[src/fcsr_consts.svh]
// Purpose: Offsets, fields, reset values and codes of the flash controller registers
// Assumes: 32-bit AHB-Lite words, byte offsets
// Notes: Definitions only
`ifndef FCSR_CONSTS_SVH
`define FCSR_CONSTS_SVH
// ==========================================
// Register offsets
`define FCSR_OFF_CMD 8'h00
`define FCSR_OFF_CTRL 8'h04
`define FCSR_OFF_GEOM 8'h08
`define FCSR_OFF_ENCLR 8'h0c
`define FCSR_OFF_ENSET 8'h10
`define FCSR_OFF_FLAGS 8'h14
`define FCSR_OFF_STAT 8'h18
// ==========================================
// Field positions
`define FCSR_CTRL_MANUAL_PAGE_WRITE 7
`define FCSR_CTRL_RWS_HI 4
`define FCSR_CTRL_RWS_LO 1
`define FCSR_CTRL_SLP_HI 9
`define FCSR_CTRL_SLP_LO 8
`define FCSR_IRQ_ERR 1
`define FCSR_IRQ_RDY 0
`define FCSR_ST_SEC 8
`define FCSR_ST_FAULT 4
`define FCSR_ST_LOCK 3
`define FCSR_ST_BADCMD 2
`define FCSR_ST_LOAD 1
`define FCSR_ST_PRM 0
// ==========================================
// Reset values
`define FCSR_RST_MANUAL_PAGE_WRITE 1'h1
`define FCSR_RST_RWS 4'h0
`define FCSR_RST_SLP 2'h0
`define FCSR_RST_EN 2'h0
// ==========================================
// Command codes and key
`define FCSR_CMD_WP 7'h04
`define FCSR_CMD_EAR 7'h05
`define FCSR_CMD_WAP 7'h06
`define FCSR_CMD_ER 7'h02
`define FCSR_CMD_LR 7'h40
`define FCSR_CMD_ENTER_POWER_REDUCTION_CMD 7'h42
`define FCSR_CMD_LEAVE_POWER_REDUCTION_CMD 7'h43
`define FCSR_CMD_PBC 7'h44
`define FCSR_CMD_LAST 7'h46
`define FCSR_CMD_KEY 8'ha5
// ==========================================
// Sleep power reduction settings
`define FCSR_SLP_ACCESS 2'h0
`define FCSR_SLP_INSTANT 2'h1
`define FCSR_SLP_OFF 2'h3
`endif

[src/fcsr_pkg.sv]
// Purpose: Types of the flash controller register block
// Assumes: Constants come from fcsr_consts.svh
// Notes: State is one packed struct
package fcsr_pkg;
  // ==========================================
  // Read wait sequencer
  typedef enum logic {RD_IDLE, RD_WAIT} fcsr_rd_e;
  // ==========================================
  // Array side events, all synchronous to ref_clk
  typedef struct packed {
    logic array_busy;
    logic array_fault;
    logic lock_violation;
    logic security_active;
    logic buf_load;
    logic buf_last_word;
    logic buf_aux;
    logic sleep_enter;
    logic sleep_exit;
    logic flash_access;
    logic read_req;
    logic [2:0] page_size_code;
    logic [15:0] page_count;
  } fcsr_evt_s;
  // Array side controls
  typedef struct packed {
    logic page_write_start;
    logic page_write_aux;
    logic cmd_start;
    logic [6:0] cmd_code;
    logic power_reduced_state;
    logic manual_page_write;
    logic [3:0] read_wait_states;
    logic read_done;
  } fcsr_ctl_s;
  // Whole block state
  typedef struct packed {
    fcsr_ctl_s ctl;
    logic [1:0] sleep_sel;
    logic [1:0] irq_en;
    logic err_flag;
    logic ready_flag;
    logic array_fault_flag;
    logic locked_region_violation;
    logic bad_command_flag;
    logic loading;
    logic wr_pend;
    logic [7:0] wr_addr;
    logic [31:0] hrdata;
    logic hreadyout;
    logic irq;
    fcsr_rd_e rd_state;
    logic [3:0] rd_cnt;
  } fcsr_state_s;
endpackage

[src/fcsr_top.sv]
// Purpose: Control, geometry, interrupt and status registers of the flash controller
// Assumes: Single ref_clk domain, AHB-Lite slave with zero wait states
// Notes: Array side events are one-cycle pulses except busy, security and geometry
`timescale 1ns/1ps
`include "fcsr_consts.svh"

// How it works
// Manual off: writing the last buffer word starts a page write automatically.
// Manual on: page writes start only through the command field.
// Manual write bit resets to one.
// Each flash read waits exactly read_wait_states cycles, zero to fifteen.
// Read wait states reset to zero, software may raise them.
// Page size code in bits 18:16, page is eight bytes shifted left.
// Low half of geometry register reports page count.
// Enable clear: one disables, zero keeps, read shows enables.
// Enable set: one enables, zero keeps, same shared enables.
// Error flag sets on any fault, lock or bad command; write one clears.
// Ready flag is zero while the array is busy, otherwise one.
// Status bit eight shows the security bit.
// Status bit four latches array faults until written one.
// Status bit three latches locked region programming until written one.
// Status bit two latches unknown command or wrong key until written one.
// Status bit one sets on buffer load, clears on write, buffer clear, or one.
// Power reduced sets on enter command or sleep entry when selected.
// Power reduced clears on flash access, leave command, or sleep exit; the code clears on sleep exit only in the instant setting.
// Command 0x42 enters, 0x43 leaves power reduction.
// Sleep setting picks entry on sleep and exit on access, on wake, or never.
// Interrupt output is high while an enabled flag is set.
module fcsr_top
  import fcsr_pkg::*;
(
  // Clock and reset
  input wire logic ref_clk,
  input wire logic nrst,
  // AHB-Lite slave
  input wire logic hsel,
  input wire logic [31:0] haddr,
  input wire logic [1:0] htrans,
  input wire logic hwrite,
  input wire logic [2:0] hsize,
  input wire logic [31:0] hwdata,
  input wire logic hready,
  output logic hreadyout,
  output logic [31:0] hrdata,
  output logic hresp,
  // Flash array side
  input wire fcsr_evt_s evt,
  output fcsr_ctl_s ctl,
  // Interrupt
  output logic irq
);

  // ==========================================
  // Decoding
  function automatic logic at(input logic [7:0] a, input logic [7:0] off);
    at = (a == off);
  endfunction

  function automatic logic cmd_known(input logic [6:0] c);
    cmd_known = (c == `FCSR_CMD_ER) || ((c >= `FCSR_CMD_WP) && (c <= `FCSR_CMD_WAP)) ||
                ((c >= `FCSR_CMD_LR) && (c <= `FCSR_CMD_LAST));
  endfunction

  // ==========================================
  // State
  fcsr_state_s s_q;
  fcsr_state_s s_d;
  logic ahb_go;
  logic cmd_wr;
  logic cmd_ok;
  logic bad_evt;
  logic enter_cmd;
  logic leave_cmd;
  logic pbc_cmd;
  logic page_cmd;
  logic pw_go;
  logic set_pr;
  logic clr_pr;
  logic [31:0] rd_word;

  assign hreadyout = s_q.hreadyout;
  assign hrdata = s_q.hrdata;
  assign hresp = 1'b0;
  assign ctl = s_q.ctl;
  assign irq = s_q.irq;

  // ==========================================
  // Next state
  always_comb begin
    s_d = s_q;
    ahb_go = hsel && hready && htrans[1] && (hsize == 3'h2);
    s_d.wr_pend = ahb_go && hwrite;
    s_d.wr_addr = haddr[7:0];
    s_d.hreadyout = 1'b1;
    s_d.ctl.page_write_start = 1'b0;
    s_d.ctl.cmd_start = 1'b0;
    s_d.ctl.read_done = 1'b0;
    // Command write
    cmd_wr = s_q.wr_pend && at(s_q.wr_addr, `FCSR_OFF_CMD);
    cmd_ok = cmd_wr && (hwdata[15:8] == `FCSR_CMD_KEY) && cmd_known(hwdata[6:0]);
    bad_evt = cmd_wr && !cmd_ok;
    enter_cmd = cmd_ok && (hwdata[6:0] == `FCSR_CMD_ENTER_POWER_REDUCTION_CMD);
    leave_cmd = cmd_ok && (hwdata[6:0] == `FCSR_CMD_LEAVE_POWER_REDUCTION_CMD);
    pbc_cmd = cmd_ok && (hwdata[6:0] == `FCSR_CMD_PBC);
    page_cmd = cmd_ok && ((hwdata[6:0] == `FCSR_CMD_WP) || (hwdata[6:0] == `FCSR_CMD_WAP));
    if (cmd_ok) begin
      s_d.ctl.cmd_start = 1'b1;
      s_d.ctl.cmd_code = hwdata[6:0];
    end
    // Page write start, command or auto on last word
    pw_go = page_cmd || (!s_q.ctl.manual_page_write && evt.buf_last_word);
    if (pw_go) begin
      s_d.ctl.page_write_start = 1'b1;
      s_d.ctl.page_write_aux = page_cmd ? (hwdata[6:0] == `FCSR_CMD_WAP) : evt.buf_aux;
    end
    // Control register
    if (s_q.wr_pend && at(s_q.wr_addr, `FCSR_OFF_CTRL)) begin
      s_d.ctl.manual_page_write = hwdata[`FCSR_CTRL_MANUAL_PAGE_WRITE];
      s_d.ctl.read_wait_states = hwdata[`FCSR_CTRL_RWS_HI:`FCSR_CTRL_RWS_LO];
      s_d.sleep_sel = hwdata[`FCSR_CTRL_SLP_HI:`FCSR_CTRL_SLP_LO];
    end
    // Shared enables behind two views
    if (s_q.wr_pend && at(s_q.wr_addr, `FCSR_OFF_ENCLR)) begin
      s_d.irq_en = s_q.irq_en & ~hwdata[1:0];
    end
    if (s_q.wr_pend && at(s_q.wr_addr, `FCSR_OFF_ENSET)) begin
      s_d.irq_en = s_q.irq_en | hwdata[1:0];
    end
    // Write one to clear; set below wins in the same cycle
    if (s_q.wr_pend && at(s_q.wr_addr, `FCSR_OFF_FLAGS) && hwdata[`FCSR_IRQ_ERR]) begin
      s_d.err_flag = 1'b0;
    end
    if (s_q.wr_pend && at(s_q.wr_addr, `FCSR_OFF_STAT)) begin
      if (hwdata[`FCSR_ST_FAULT]) begin
        s_d.array_fault_flag = 1'b0;
      end
      if (hwdata[`FCSR_ST_LOCK]) begin
        s_d.locked_region_violation = 1'b0;
      end
      if (hwdata[`FCSR_ST_BADCMD]) begin
        s_d.bad_command_flag = 1'b0;
      end
      if (hwdata[`FCSR_ST_LOAD]) begin
        s_d.loading = 1'b0;
      end
    end
    if (pw_go || pbc_cmd) begin
      s_d.loading = 1'b0;
    end
    // Event sets
    if (evt.array_fault) begin
      s_d.array_fault_flag = 1'b1;
    end
    if (evt.lock_violation) begin
      s_d.locked_region_violation = 1'b1;
    end
    if (bad_evt) begin
      s_d.bad_command_flag = 1'b1;
    end
    if (evt.buf_load) begin
      s_d.loading = 1'b1;
    end
    if (evt.array_fault || evt.lock_violation || bad_evt) begin
      s_d.err_flag = 1'b1;
    end
    s_d.ready_flag = !evt.array_busy;
    // Power reduction, entry wins over a same-cycle exit
    set_pr = enter_cmd || (evt.sleep_enter && ((s_q.sleep_sel == `FCSR_SLP_ACCESS) ||
             (s_q.sleep_sel == `FCSR_SLP_INSTANT)));
    clr_pr = leave_cmd || evt.flash_access ||
             (evt.sleep_exit && (s_q.sleep_sel == `FCSR_SLP_INSTANT));
    if (clr_pr) begin
      s_d.ctl.power_reduced_state = 1'b0;
    end
    if (set_pr) begin
      s_d.ctl.power_reduced_state = 1'b1;
    end
    // Read wait sequencer; requests while waiting are ignored
    // Zero waits answer straight from idle, so no read pays a hidden extra cycle
    unique case (s_q.rd_state)
      RD_IDLE: begin
        if (evt.read_req && (s_q.ctl.read_wait_states == 4'h0)) begin
          s_d.ctl.read_done = 1'b1;
        end else if (evt.read_req) begin
          s_d.rd_state = RD_WAIT;
          s_d.rd_cnt = s_q.ctl.read_wait_states - 4'h1;
        end
      end
      RD_WAIT: begin
        if (s_q.rd_cnt == 4'h0) begin
          s_d.ctl.read_done = 1'b1;
          s_d.rd_state = RD_IDLE;
        end else begin
          s_d.rd_cnt = s_q.rd_cnt - 4'h1;
        end
      end
    endcase
    s_d.irq = |({s_d.err_flag, s_d.ready_flag} & s_d.irq_en);
    // Read data from the updated state so a read after a write sees the write
    rd_word = 32'h0;
    if (at(haddr[7:0], `FCSR_OFF_CTRL)) begin
      rd_word[`FCSR_CTRL_MANUAL_PAGE_WRITE] = s_d.ctl.manual_page_write;
      rd_word[`FCSR_CTRL_RWS_HI:`FCSR_CTRL_RWS_LO] = s_d.ctl.read_wait_states;
      rd_word[`FCSR_CTRL_SLP_HI:`FCSR_CTRL_SLP_LO] = s_d.sleep_sel;
    end
    if (at(haddr[7:0], `FCSR_OFF_GEOM)) begin
      rd_word = {13'h0, evt.page_size_code, evt.page_count};
    end
    if (at(haddr[7:0], `FCSR_OFF_ENCLR) || at(haddr[7:0], `FCSR_OFF_ENSET)) begin
      rd_word[1:0] = s_d.irq_en;
    end
    if (at(haddr[7:0], `FCSR_OFF_FLAGS)) begin
      rd_word[`FCSR_IRQ_ERR] = s_d.err_flag;
      rd_word[`FCSR_IRQ_RDY] = s_d.ready_flag;
    end
    if (at(haddr[7:0], `FCSR_OFF_STAT)) begin
      rd_word[`FCSR_ST_SEC] = evt.security_active;
      rd_word[`FCSR_ST_FAULT] = s_d.array_fault_flag;
      rd_word[`FCSR_ST_LOCK] = s_d.locked_region_violation;
      rd_word[`FCSR_ST_BADCMD] = s_d.bad_command_flag;
      rd_word[`FCSR_ST_LOAD] = s_d.loading;
      rd_word[`FCSR_ST_PRM] = s_d.ctl.power_reduced_state;
    end
    if (ahb_go && !hwrite) begin
      s_d.hrdata = rd_word;
    end
  end

  // ==========================================
  // Registers
  always_ff @(posedge ref_clk) begin
    if (!nrst) begin
      s_q <= '0;
      s_q.hreadyout <= 1'b1;
      s_q.ctl.manual_page_write <= `FCSR_RST_MANUAL_PAGE_WRITE;
      s_q.ctl.read_wait_states <= `FCSR_RST_RWS;
      s_q.sleep_sel <= `FCSR_RST_SLP;
      s_q.irq_en <= `FCSR_RST_EN;
      s_q.rd_state <= RD_IDLE;
    end else begin
      s_q <= s_d;
    end
  end

  // ==========================================
  // Checks
  chk_manual_reset: assert property (@(posedge ref_clk)
    $rose(nrst) |-> (s_q.ctl.manual_page_write && s_q.ctl.read_wait_states == 4'h0))
    else $error("manual write or wait states wrong after reset");

  chk_auto_write: assert property (@(posedge ref_clk) disable iff (!nrst)
    (!s_q.ctl.manual_page_write && evt.buf_last_word) |=> ctl.page_write_start)
    else $error("auto page write missing");

  chk_manual_hold: assert property (@(posedge ref_clk) disable iff (!nrst)
    (s_q.ctl.manual_page_write && !page_cmd) |=> !ctl.page_write_start)
    else $error("page write without command in manual mode");

  chk_wait_zero: assert property (@(posedge ref_clk) disable iff (!nrst)
    (s_q.rd_state == RD_IDLE && evt.read_req && s_q.ctl.read_wait_states == 4'h0)
    |=> ctl.read_done)
    else $error("zero wait read late");

  chk_wait_three: assert property (@(posedge ref_clk) disable iff (!nrst)
    (s_q.rd_state == RD_IDLE && evt.read_req && s_q.ctl.read_wait_states == 4'h3)
    |=> !ctl.read_done [*3] ##1 ctl.read_done)
    else $error("three wait read timing wrong");

  chk_en_clear: assert property (@(posedge ref_clk) disable iff (!nrst)
    (s_q.wr_pend && at(s_q.wr_addr, `FCSR_OFF_ENCLR) && hwdata[0]) |=> !s_q.irq_en[0])
    else $error("enable clear failed");

  chk_en_set: assert property (@(posedge ref_clk) disable iff (!nrst)
    (s_q.wr_pend && at(s_q.wr_addr, `FCSR_OFF_ENSET) && hwdata[1]) |=> s_q.irq_en[1])
    else $error("enable set failed");

  chk_err_flag: assert property (@(posedge ref_clk) disable iff (!nrst)
    (evt.array_fault || evt.lock_violation || bad_evt) |=> s_q.err_flag)
    else $error("error flag not set");

  chk_ready_flag: assert property (@(posedge ref_clk) disable iff (!nrst)
    evt.array_busy |=> !s_q.ready_flag)
    else $error("ready while busy");

  chk_lock_flag: assert property (@(posedge ref_clk) disable iff (!nrst)
    evt.lock_violation |=> s_q.locked_region_violation)
    else $error("lock violation not latched");

  chk_load_flag: assert property (@(posedge ref_clk) disable iff (!nrst)
    evt.buf_load |=> s_q.loading)
    else $error("load flag not set");

  chk_prm_enter: assert property (@(posedge ref_clk) disable iff (!nrst)
    enter_cmd |=> ctl.power_reduced_state)
    else $error("power reduction not entered");

  chk_irq_out: assert property (@(posedge ref_clk) disable iff (!nrst)
    irq == |({s_q.err_flag, s_q.ready_flag} & s_q.irq_en))
    else $error("irq does not match flags and enables");

  chk_wait_full: assert property (@(posedge ref_clk) disable iff (!nrst)
    (s_q.rd_state == RD_IDLE && evt.read_req && s_q.ctl.read_wait_states == 4'hf)
    |=> !ctl.read_done [*8] ##1 !ctl.read_done [*7] ##1 ctl.read_done)
    else $error("fifteen wait read timing wrong");

  chk_wait_write: assert property (@(posedge ref_clk) disable iff (!nrst)
    (s_q.wr_pend && at(s_q.wr_addr, `FCSR_OFF_CTRL))
    |=> ctl.read_wait_states == $past(hwdata[`FCSR_CTRL_RWS_HI:`FCSR_CTRL_RWS_LO]))
    else $error("wait states not taken from control write");

  chk_manual_write: assert property (@(posedge ref_clk) disable iff (!nrst)
    (s_q.wr_pend && at(s_q.wr_addr, `FCSR_OFF_CTRL))
    |=> ctl.manual_page_write == $past(hwdata[`FCSR_CTRL_MANUAL_PAGE_WRITE]))
    else $error("manual write bit not taken from control write");

  chk_page_cmd: assert property (@(posedge ref_clk) disable iff (!nrst)
    page_cmd |=> ctl.page_write_start)
    else $error("page write command did not start a write");

  chk_cmd_start: assert property (@(posedge ref_clk) disable iff (!nrst)
    cmd_ok |=> (ctl.cmd_start && ctl.cmd_code == $past(hwdata[6:0])))
    else $error("accepted command not passed to the array");

  chk_geom_read: assert property (@(posedge ref_clk) disable iff (!nrst)
    (ahb_go && !hwrite && at(haddr[7:0], `FCSR_OFF_GEOM))
    |=> hrdata == {13'h0, $past(evt.page_size_code), $past(evt.page_count)})
    else $error("geometry read wrong");

  chk_sec_read: assert property (@(posedge ref_clk) disable iff (!nrst)
    (ahb_go && !hwrite && at(haddr[7:0], `FCSR_OFF_STAT))
    |=> hrdata[`FCSR_ST_SEC] == $past(evt.security_active))
    else $error("security bit read wrong");

  chk_err_clear: assert property (@(posedge ref_clk) disable iff (!nrst)
    (s_q.wr_pend && at(s_q.wr_addr, `FCSR_OFF_FLAGS) && hwdata[`FCSR_IRQ_ERR] &&
     !evt.array_fault && !evt.lock_violation && !bad_evt) |=> !s_q.err_flag)
    else $error("error flag not cleared by write one");

  chk_ready_idle: assert property (@(posedge ref_clk) disable iff (!nrst)
    !evt.array_busy |=> s_q.ready_flag)
    else $error("not ready while idle");

  chk_fault_flag: assert property (@(posedge ref_clk) disable iff (!nrst)
    evt.array_fault |=> s_q.array_fault_flag)
    else $error("array fault not latched");

  chk_fault_hold: assert property (@(posedge ref_clk) disable iff (!nrst)
    (s_q.array_fault_flag && !(s_q.wr_pend && at(s_q.wr_addr, `FCSR_OFF_STAT) &&
     hwdata[`FCSR_ST_FAULT])) |=> s_q.array_fault_flag)
    else $error("array fault dropped without write one");

  chk_lock_hold: assert property (@(posedge ref_clk) disable iff (!nrst)
    (s_q.locked_region_violation && !(s_q.wr_pend && at(s_q.wr_addr, `FCSR_OFF_STAT) &&
     hwdata[`FCSR_ST_LOCK])) |=> s_q.locked_region_violation)
    else $error("lock violation dropped without write one");

  chk_bad_key: assert property (@(posedge ref_clk) disable iff (!nrst)
    (cmd_wr && hwdata[15:8] != `FCSR_CMD_KEY) |=> s_q.bad_command_flag)
    else $error("wrong key not flagged");

  chk_load_clear: assert property (@(posedge ref_clk) disable iff (!nrst)
    ((pw_go || pbc_cmd) && !evt.buf_load) |=> !s_q.loading)
    else $error("load flag not cleared by write or buffer clear");

  chk_sleep_enter: assert property (@(posedge ref_clk) disable iff (!nrst)
    (evt.sleep_enter && (s_q.sleep_sel == `FCSR_SLP_ACCESS ||
     s_q.sleep_sel == `FCSR_SLP_INSTANT)) |=> ctl.power_reduced_state)
    else $error("power reduction not entered on sleep");

  chk_prm_leave: assert property (@(posedge ref_clk) disable iff (!nrst)
    (clr_pr && !set_pr) |=> !ctl.power_reduced_state)
    else $error("power reduction not left");

  chk_sleep_off: assert property (@(posedge ref_clk) disable iff (!nrst)
    (evt.sleep_enter && s_q.sleep_sel == `FCSR_SLP_OFF && !set_pr &&
     !ctl.power_reduced_state) |=> !ctl.power_reduced_state)
    else $error("power reduction entered while disabled");

endmodule

[config.mk]
export PLATFORM = sky130hd
export DESIGN_NAME = fcsr_top
export DESIGN_NICKNAME = d
export VERILOG_FILES = /design/src/fcsr_pkg.sv /design/src/fcsr_top.sv
export VERILOG_INCLUDE_DIRS = /design/src /design/src/src
export SDC_FILE = /design/constraint.sdc
export NUM_CORES = 1
export LEC_CHECK = 0
export BUFFER_PORTS_ARGS = -buffer_cell sky130_fd_sc_hd__buf_4
export CORE_MARGIN = 5
export CORE_UTILIZATION = 35
export CTS_BUF_LIST = sky130_fd_sc_hd__clkbuf_4
export DETAILED_ROUTE_END_ITERATION = 6
export GPL_ROUTABILITY_DRIVEN = 0
export HOLD_SLACK_MARGIN = 0.06
export RECOVER_POWER = 50
export SETUP_SLACK_MARGIN = 0.05
export SLEW_MARGIN = 30
export SYNTH_ARGS = -nofsm -noshare
export SYNTH_HDL_FRONTEND = slang
export SYNTH_SLANG_ARGS = --single-unit
[constraint.sdc]
create_clock -name ref_clk -period 2.9 [get_ports ref_clk]
set_clock_uncertainty 0.05 [all_clocks]
set_input_delay 0 -clock ref_clk [delete_from_list [all_inputs] [get_ports ref_clk]]
set_output_delay 0 -clock ref_clk [all_outputs]
set_load 0.01 [all_outputs]
==> impl_results.md, run 1 <==
* Status: finished, final reports clean
* Vias in the first global route at 3,085
* Die area at 10,920 sq um
* Syn Inst Count at 381
* F_max at 368.5 MHz
* DR DRC count at 0
* Setup Total Neg Slack at 0 ns
* Number of core rows at 34
* Slew of the pin with the lowest slew margin at 1.241 ns
* Hold Path Class: in2reg
* Iter 0 DRT Violations at 118
* Worst R2R Path Depth at 8
* Synth cell types at 54
* Endpoints failing hold at 0
* Longest Clk Path Bufs at 2
* Initial Util at 35.82%
* Pwr dens at 386.6 nW/um^2
* Required @ worst endpoint at 3.17 ns
* Routed via count at 3,059
* Hold path endpoint: s_q[49]
* Post-synth ARST share at 0%
* # setup viols final at 0
* Period utilisation layout at 93.58%
* MaxCap Viol Count at 0
* Reg2reg end: hrdata[2]
* Synth top cells by count: dfxtp_1 (60), buf_4 (51), nor2_1 (39), nand2_1 (28), a21oi_1 (27)
* DRT Wirelength at 9343 um
* Routed WL per cell at 15.07 um
* Switching Share at 26.67%
* IO Pins at 156
* Internal power at 0.001224 W
* Post-DP HPWL at 6517 um
* Worst slew margin at 17.26%
* WHS at 0.08090 ns
* RSZ-0062 raised after global routing: yes
* Crit path arrival time at 2.98 ns
* Synthesized area at 3124 sq um
* Post-layout minimum cycle time at 2.714 ns
* Max-slew violations at 0
* Antenna violations before repair at 0
* CP max FO at 6
* Filler cell count at 886
* Flops & latches, synth at 60
* Hold Crit Start: hwdata[12]
* Post-CTS setup buffer count at 0
* CP Launch Type: flop
* Clk sinks at 60
* H-tree depth at 3
* Pin count of the biggest net entering global routing at 29
* Crit path kind: reg2reg
* Post-synth EDFFs at 0
* Core area at 8721 sq um
* Clk pwr share at 36.0%
* Syn_area_per_cell at 8.200 sq um
* Total congestion overflow at 0
* Peak supply drop at 0.1890 mV
* Comb pwr share at 13.4%
* Leading area contributor after synthesis: dfxtp_1
* IO buf count at 99
* Area grow syn2layout at 38.17%
* Sequential Power Share at 50.7%
* Drt first pass iters at 4
* Die H at 104.5 um
* Num CTS Buffers at 9
* Clock Tree Root: clkbuf_4
* # nets final at 613
* Worst-path clk slew at 0.12 ns
* Leak Pwr at 1.769 nW
* Synth top area share at 38.45%
* Crit path capture type: flop
* First-pass GRT wire length at 14,960 um
* Synth Warn # at 0
* N_diodes at 0
* Prevailing post-synth register cell: dfxtp_1
* Share of cells above drive strength 1 at 18.75%
* Detail Route Antenna Nets at 0
* DR vias/cell at 4.934
* Die width at 104.5 um
* CTS tree: yes
* Switching power at 0.0004452 W
* Worst-Skew Late Latency at 0.41 ns
* Most frequent cell after synthesis: dfxtp_1
* Gr usage total at 16.75%
* Worst R2R Start: s_q[40]
* Top cells by area, synth: dfxtp_1 (38%), buf_4 (12%), nor2_1 (4.7%)
* Critical Path Start: s_q[40]
* Hold Path Depth at 5
* R2r setup slk at 0.19 ns
* Seq/Total Area, Yosys at 38.45%
[what timing repair did]
| item | 4_1_cts | 5_1_grt |
|---|---|---|
| hold endpoints to repair | 58 | 0 |
| setup endpoints to repair | 0 | 5 |
| gates resized for setup | 0 | 6 |
| hold buffers | 64 | 0 |
[worst max-delay path by stage]
stage / end / slack (ns)
5_1_grt: ctl[6] / 0.03
6_report: hrdata[2] / 0.19
3_3_place_gp: hrdata[9] / 0.53
2_1_floorplan: hrdata[9] / 0.70
3_5_place_dp: hrdata[8] / 0.52
4_1_cts: hrdata[2] / 0.07
[cell usage in the layout (no fill, tap or decap), drive strengths merged, types with 3 or more instances in the layout]
master | Yosys | routed
a211oi | 6 | 6
or4b | 3 | 3
dfxtp | 60 | 60
clkbuf | 16 | 47
conb | 2 | 15
inv | 13 | 13
a31oi | 5 | 5
and3 | 8 | 8
nor2 | 39 | 39
nand3 | 21 | 21
nor3 | 9 | 9
and2 | 8 | 8
mux2i | 8 | 8
clkinv | 1 | 5
nor4b | 4 | 4
nor2b | 9 | 9
o21ai | 10 | 10
o211a | 3 | 3
nand2b | 6 | 6
buf | 52 | 68
nand2 | 28 | 28
dlygate4sd3 | 0 | 64
a21oi | 27 | 27
o221ai | 3 | 3
nor4 | 6 | 6
[layer usage]
layer / GRT usage, % / routed length, um
met4: 5.550 / 120
met1: 20.56 / 4030
met5: 0 / 0
met2: 27.96 / 4486
met3: 4.842 / 706
[power by group through the flow]
stage	Sequential [W]	Clock, W	Combinational [W]
6_report	0.000845	0.000600	0.000223
5_1_grt	0.000847	0.000648	0.000242
4_1_cts	0.000844	0.000613	0.000223
3_5_place_dp	0.000863	0	0.000161
3_3_place_gp	0.000863	0	0.000159
2_1_floorplan	0.000859	0	0.0000859
[sequential cells by signal, summed over array words and instances (netlist names)]
register  count
s_q          23
hrdata       19
ctl          17
irq           1
[worst max-delay path: stages (launching register included)]
cell           delay, ns
dfxtp_1             0.34
or4b_4              0.58
nor4_4              0.37
buf_6               0.19
nor2_1              0.04
a21oi_1             0.19
o221ai_1            0.16
o211a_1             0.15
dlygate4sd3_1       0.56
[per-stage QoR]
stage	setup slack [ns]	area, sq um	total power (W)	cells	util [%]
floorplan	0.6966	3173	0.0009448	394	-
global placement	0.5319	3662	0.001022	540	41.99
detailed placement	0.5197	3662	0.001024	540	41.99
CTS	0.06558	4438	0.001679	620	50.89
global route	0.03457	4317	0.001737	620	49.50
finish	0.1861	4317	0.001669	620	49.50
[final cells by class]
cell class | instances | area [sq um] | share of cell area, %
multi-input cells | 252 | 1495 | 34.64
repair buffers | 170 | 1297 | 30.06
flip-flops and latches | 60 | 1201 | 27.83
well taps | 108 | 135.1 | 3.130
clock buffers | 9 | 67.56 | 1.565
clock inverters | 7 | 67.56 | 1.565
inverters | 14 | 52.55 | 1.217
[logic make-up after synthesis]
logic type	after synthesis	share of synthesized area, %
XOR/XNOR	2	0.5608
other	2	0.2404
buffers and inverters	82	16.02
flip-flops	60	38.45
adder cells (fa/ha/maj)	2	0.8008
AND/OR/NAND/NOR	154	26.31
AO/OA/AOI/OAI	71	15.06
multiplexers	8	2.563
No activity file was read; power rests on OpenSTA's default activity.
==> run 2: changes to the inputs <==
--- a/config.mk
+++ b/config.mk
@@ -13,6 +13,7 @@
 export DETAILED_ROUTE_END_ITERATION = 6
 export GPL_ROUTABILITY_DRIVEN = 0
 export HOLD_SLACK_MARGIN = 0.06
+export PLACE_DENSITY = 0.66
 export RECOVER_POWER = 50
 export SETUP_SLACK_MARGIN = 0.05
 export SLEW_MARGIN = 30
==> constraint.sdc (replaced) <==
create_clock -name ref_clk -period 2.4 [get_ports ref_clk]
set_clock_uncertainty 0.05 [all_clocks]
set_input_delay 0 -clock ref_clk [delete_from_list [all_inputs] [get_ports ref_clk]]
set_output_delay 0 -clock ref_clk [all_outputs]
set_load 0.01 [all_outputs]
==> impl_results.md, run 2 (synthesis results as in run 1) <==
* DR vias/cell at 4.933 (about the same)
* Hold Path Class: in2reg
* Hold Path Depth at 5 (unchanged)
* Initial Util at 35.82% (unchanged)
* Die H at 104.5 um (unchanged)
* Gr usage total at 16.69% (-0.056 points)
* Routed WL per cell at 14.92 um (-1.0%)
* Placed cell areas at 3742 sq um (+2.2%)
* Leak Pwr at 1.806 nW (+2.1%)
* Crit path kind: reg2reg
* WHS at 0.1285 ns (+0.04760 ns)
* Pin count of the biggest net entering global routing at 33 (+14%)
* Commonest non-fill, non-tap cell in the layout: buf_4
* Dpl cells at 549 (+1.7%)
* Commonest cells after routing, fill and taps aside: buf_4 (78), dfxtp_1 (60), dlygate4sd3_1 (58), nor2_1 (38), clkbuf_1 (37)
* Core area at 8721 sq um (unchanged)
* Slew of the pin with the lowest slew margin at 0.5644 ns (-0.6768 ns)
* Share of cells above drive strength 1 at 21.32% (+2.6 points)
* Area grow syn2layout at 39.65%
* Worst-path cell chain: or4b_1 -> buf_4 -> o41ai_2 -> a21oi_1 -> a211o_1 -> o2111ai_1 -> o21ai_0
* N_diodes at 0 (unchanged)
* Non-filler cells, final at 624 (+0.65%)
* Total congestion overflow at 0 (unchanged)
* Endpoints failing hold at 0 (unchanged)
* Die area at 10,920 sq um (unchanged)
* Setup ws final at 0.08740 ns (-0.09870 ns)
* Crit path capture type: flop
* Worst-Skew Late Latency at 0.40 ns (about the same)
* Clock Tree Root: clkbuf_4
* IO Pins at 156 (unchanged)
* F_max at 432.4 MHz (+17%)
* IO buf count at 99 (unchanged)
* Die width at 104.5 um (unchanged)
* Crit path arrival time at 2.55 ns (-0.43 ns)
* Drt first pass iters at 5 (+1)
* Crit path largest cell delay at 0.59 ns (about the same)
* MaxCap Viol Count at 0 (unchanged)
* Peak supply drop at 0.2811 mV (+49%)
* Post-DP HPWL at 6560 um (+0.66%)
* H-tree depth at 3 (unchanged)
* Max-slew violations at 0 (unchanged)
* RSZ-0062 raised after global routing: yes
* Longest Clk Path Bufs at 2 (unchanged)
* Design area at 4363 sq um (+1.1%)
* # setup viols final at 0 (unchanged)
* CP Launch Type: flop
* Worst slew margin at 62.37% (+45 points)
* Worst-path clk slew at 0.11 ns (about the same)
* Worst R2R Path Depth at 7 (-1)
* Max FFs per register at 23 (unchanged)
* Detail Route Antenna Nets at 0 (unchanged)
* DR DRC count at 0 (unchanged)
* CTS tree: yes
* Pre-CTS setup slack at 0.1238 ns (-0.3958 ns)
* Slowest CP cell: or4b_1
* Clk sinks at 60 (unchanged)
* Antenna violations before repair at 0 (unchanged)
* Vias in the first global route at 3,087 (+0.065%)
* Routed via count at 3,078 (+0.62%)
* DRT Wirelength at 9308 um (-0.37%)
* First-pass GRT wire length at 14,930 um (-0.19%)
* Setup Total Neg Slack at 0 ns (unchanged)
* Pwr dens at 464.0 nW/um^2 (+20%)
* CP max FO at 4 (-2)
* # nets final at 617 (+0.65%)
* Number of core rows at 34 (unchanged)
* Iter 0 DRT Violations at 154 (+31%)
* Num CTS Buffers at 9 (unchanged)
* Period utilisation layout at 96.36% (+2.8 points)
* Top reg by flops: s_q
* Post-layout minimum cycle time at 2.313 ns (-0.4013 ns)
* Status: finished, final reports clean
* Required @ worst endpoint at 2.64 ns (-0.53 ns)
## run 2: power by group
part           internal [W]  total [W]  leakage (nW)  switching, W
clock              0.000322   0.000727        0.0802      0.000404
combinational      0.000161   0.000280          1.24      0.000120
sequential          0.00101    0.00102         0.487    0.00000739
total               0.00149    0.00202          1.81      0.000531
## run 2: worst paths after layout
path / startpoint / endpoint / slack [ns]
worst max-delay path: s_q[40] / hrdata[0] / 0.09
worst min-delay path: hwdata[11] / s_q[49] / 0.13
worst max register to register: s_q[40] / hrdata[0] / 0.09
worst min register to register: hrdata[16] / hrdata[16] / 0.41
## run 2: area by class of cell
cell class / count / area [sq um]
Clock inverter: 7 / 75.07
Fill cell: 846 / 4358
Sequential cell: 60 / 1201
Clock buffer: 9 / 67.56
Inverter: 14 / 52.55
Tap cell: 108 / 135.1
Timing Repair Buffer: 174 / 1325
Multi-Input combinational cell: 252 / 1506
## run 2: worst max-delay path: cells and delay by family (launching register included)
kind                   cells  cell delay [ns]
AOI/OAI and AO/OA          5             1.06
buffers and inverters      1             0.19
DFF                        1             0.32
and+or+nand+nor            1             0.59
## run 2: timing repair
| item | 4_1_cts | 5_1_grt |
|---|---|---|
| endpoints found under the setup margin | 0 | 6 |
| buffers inserted | 0 | 1 |
| hold buffers | 58 | 0 |
| endpoints found under the hold margin | 58 | 0 |
| resized for setup | 0 | 6 |
## run 2: through the flow
step	util (%)	power (W)
global placement	42.91	0.001239
floorplan	-	0.001142
finish	50.03	0.002025
CTS	51.21	0.002045
global route	50.03	0.002114
detailed placement	42.91	0.001243
## run 2: routing by layer
layer / global-route usage (%) / wire, um / up-vias
li1: - / - / 1524
met1: 19.86 / 4004 / 1439
met2: 28.37 / 4568 / 102
met3: 5.400 / 618 / 13
met4: 5.180 / 117 / 0
met5: 0 / 0 / -
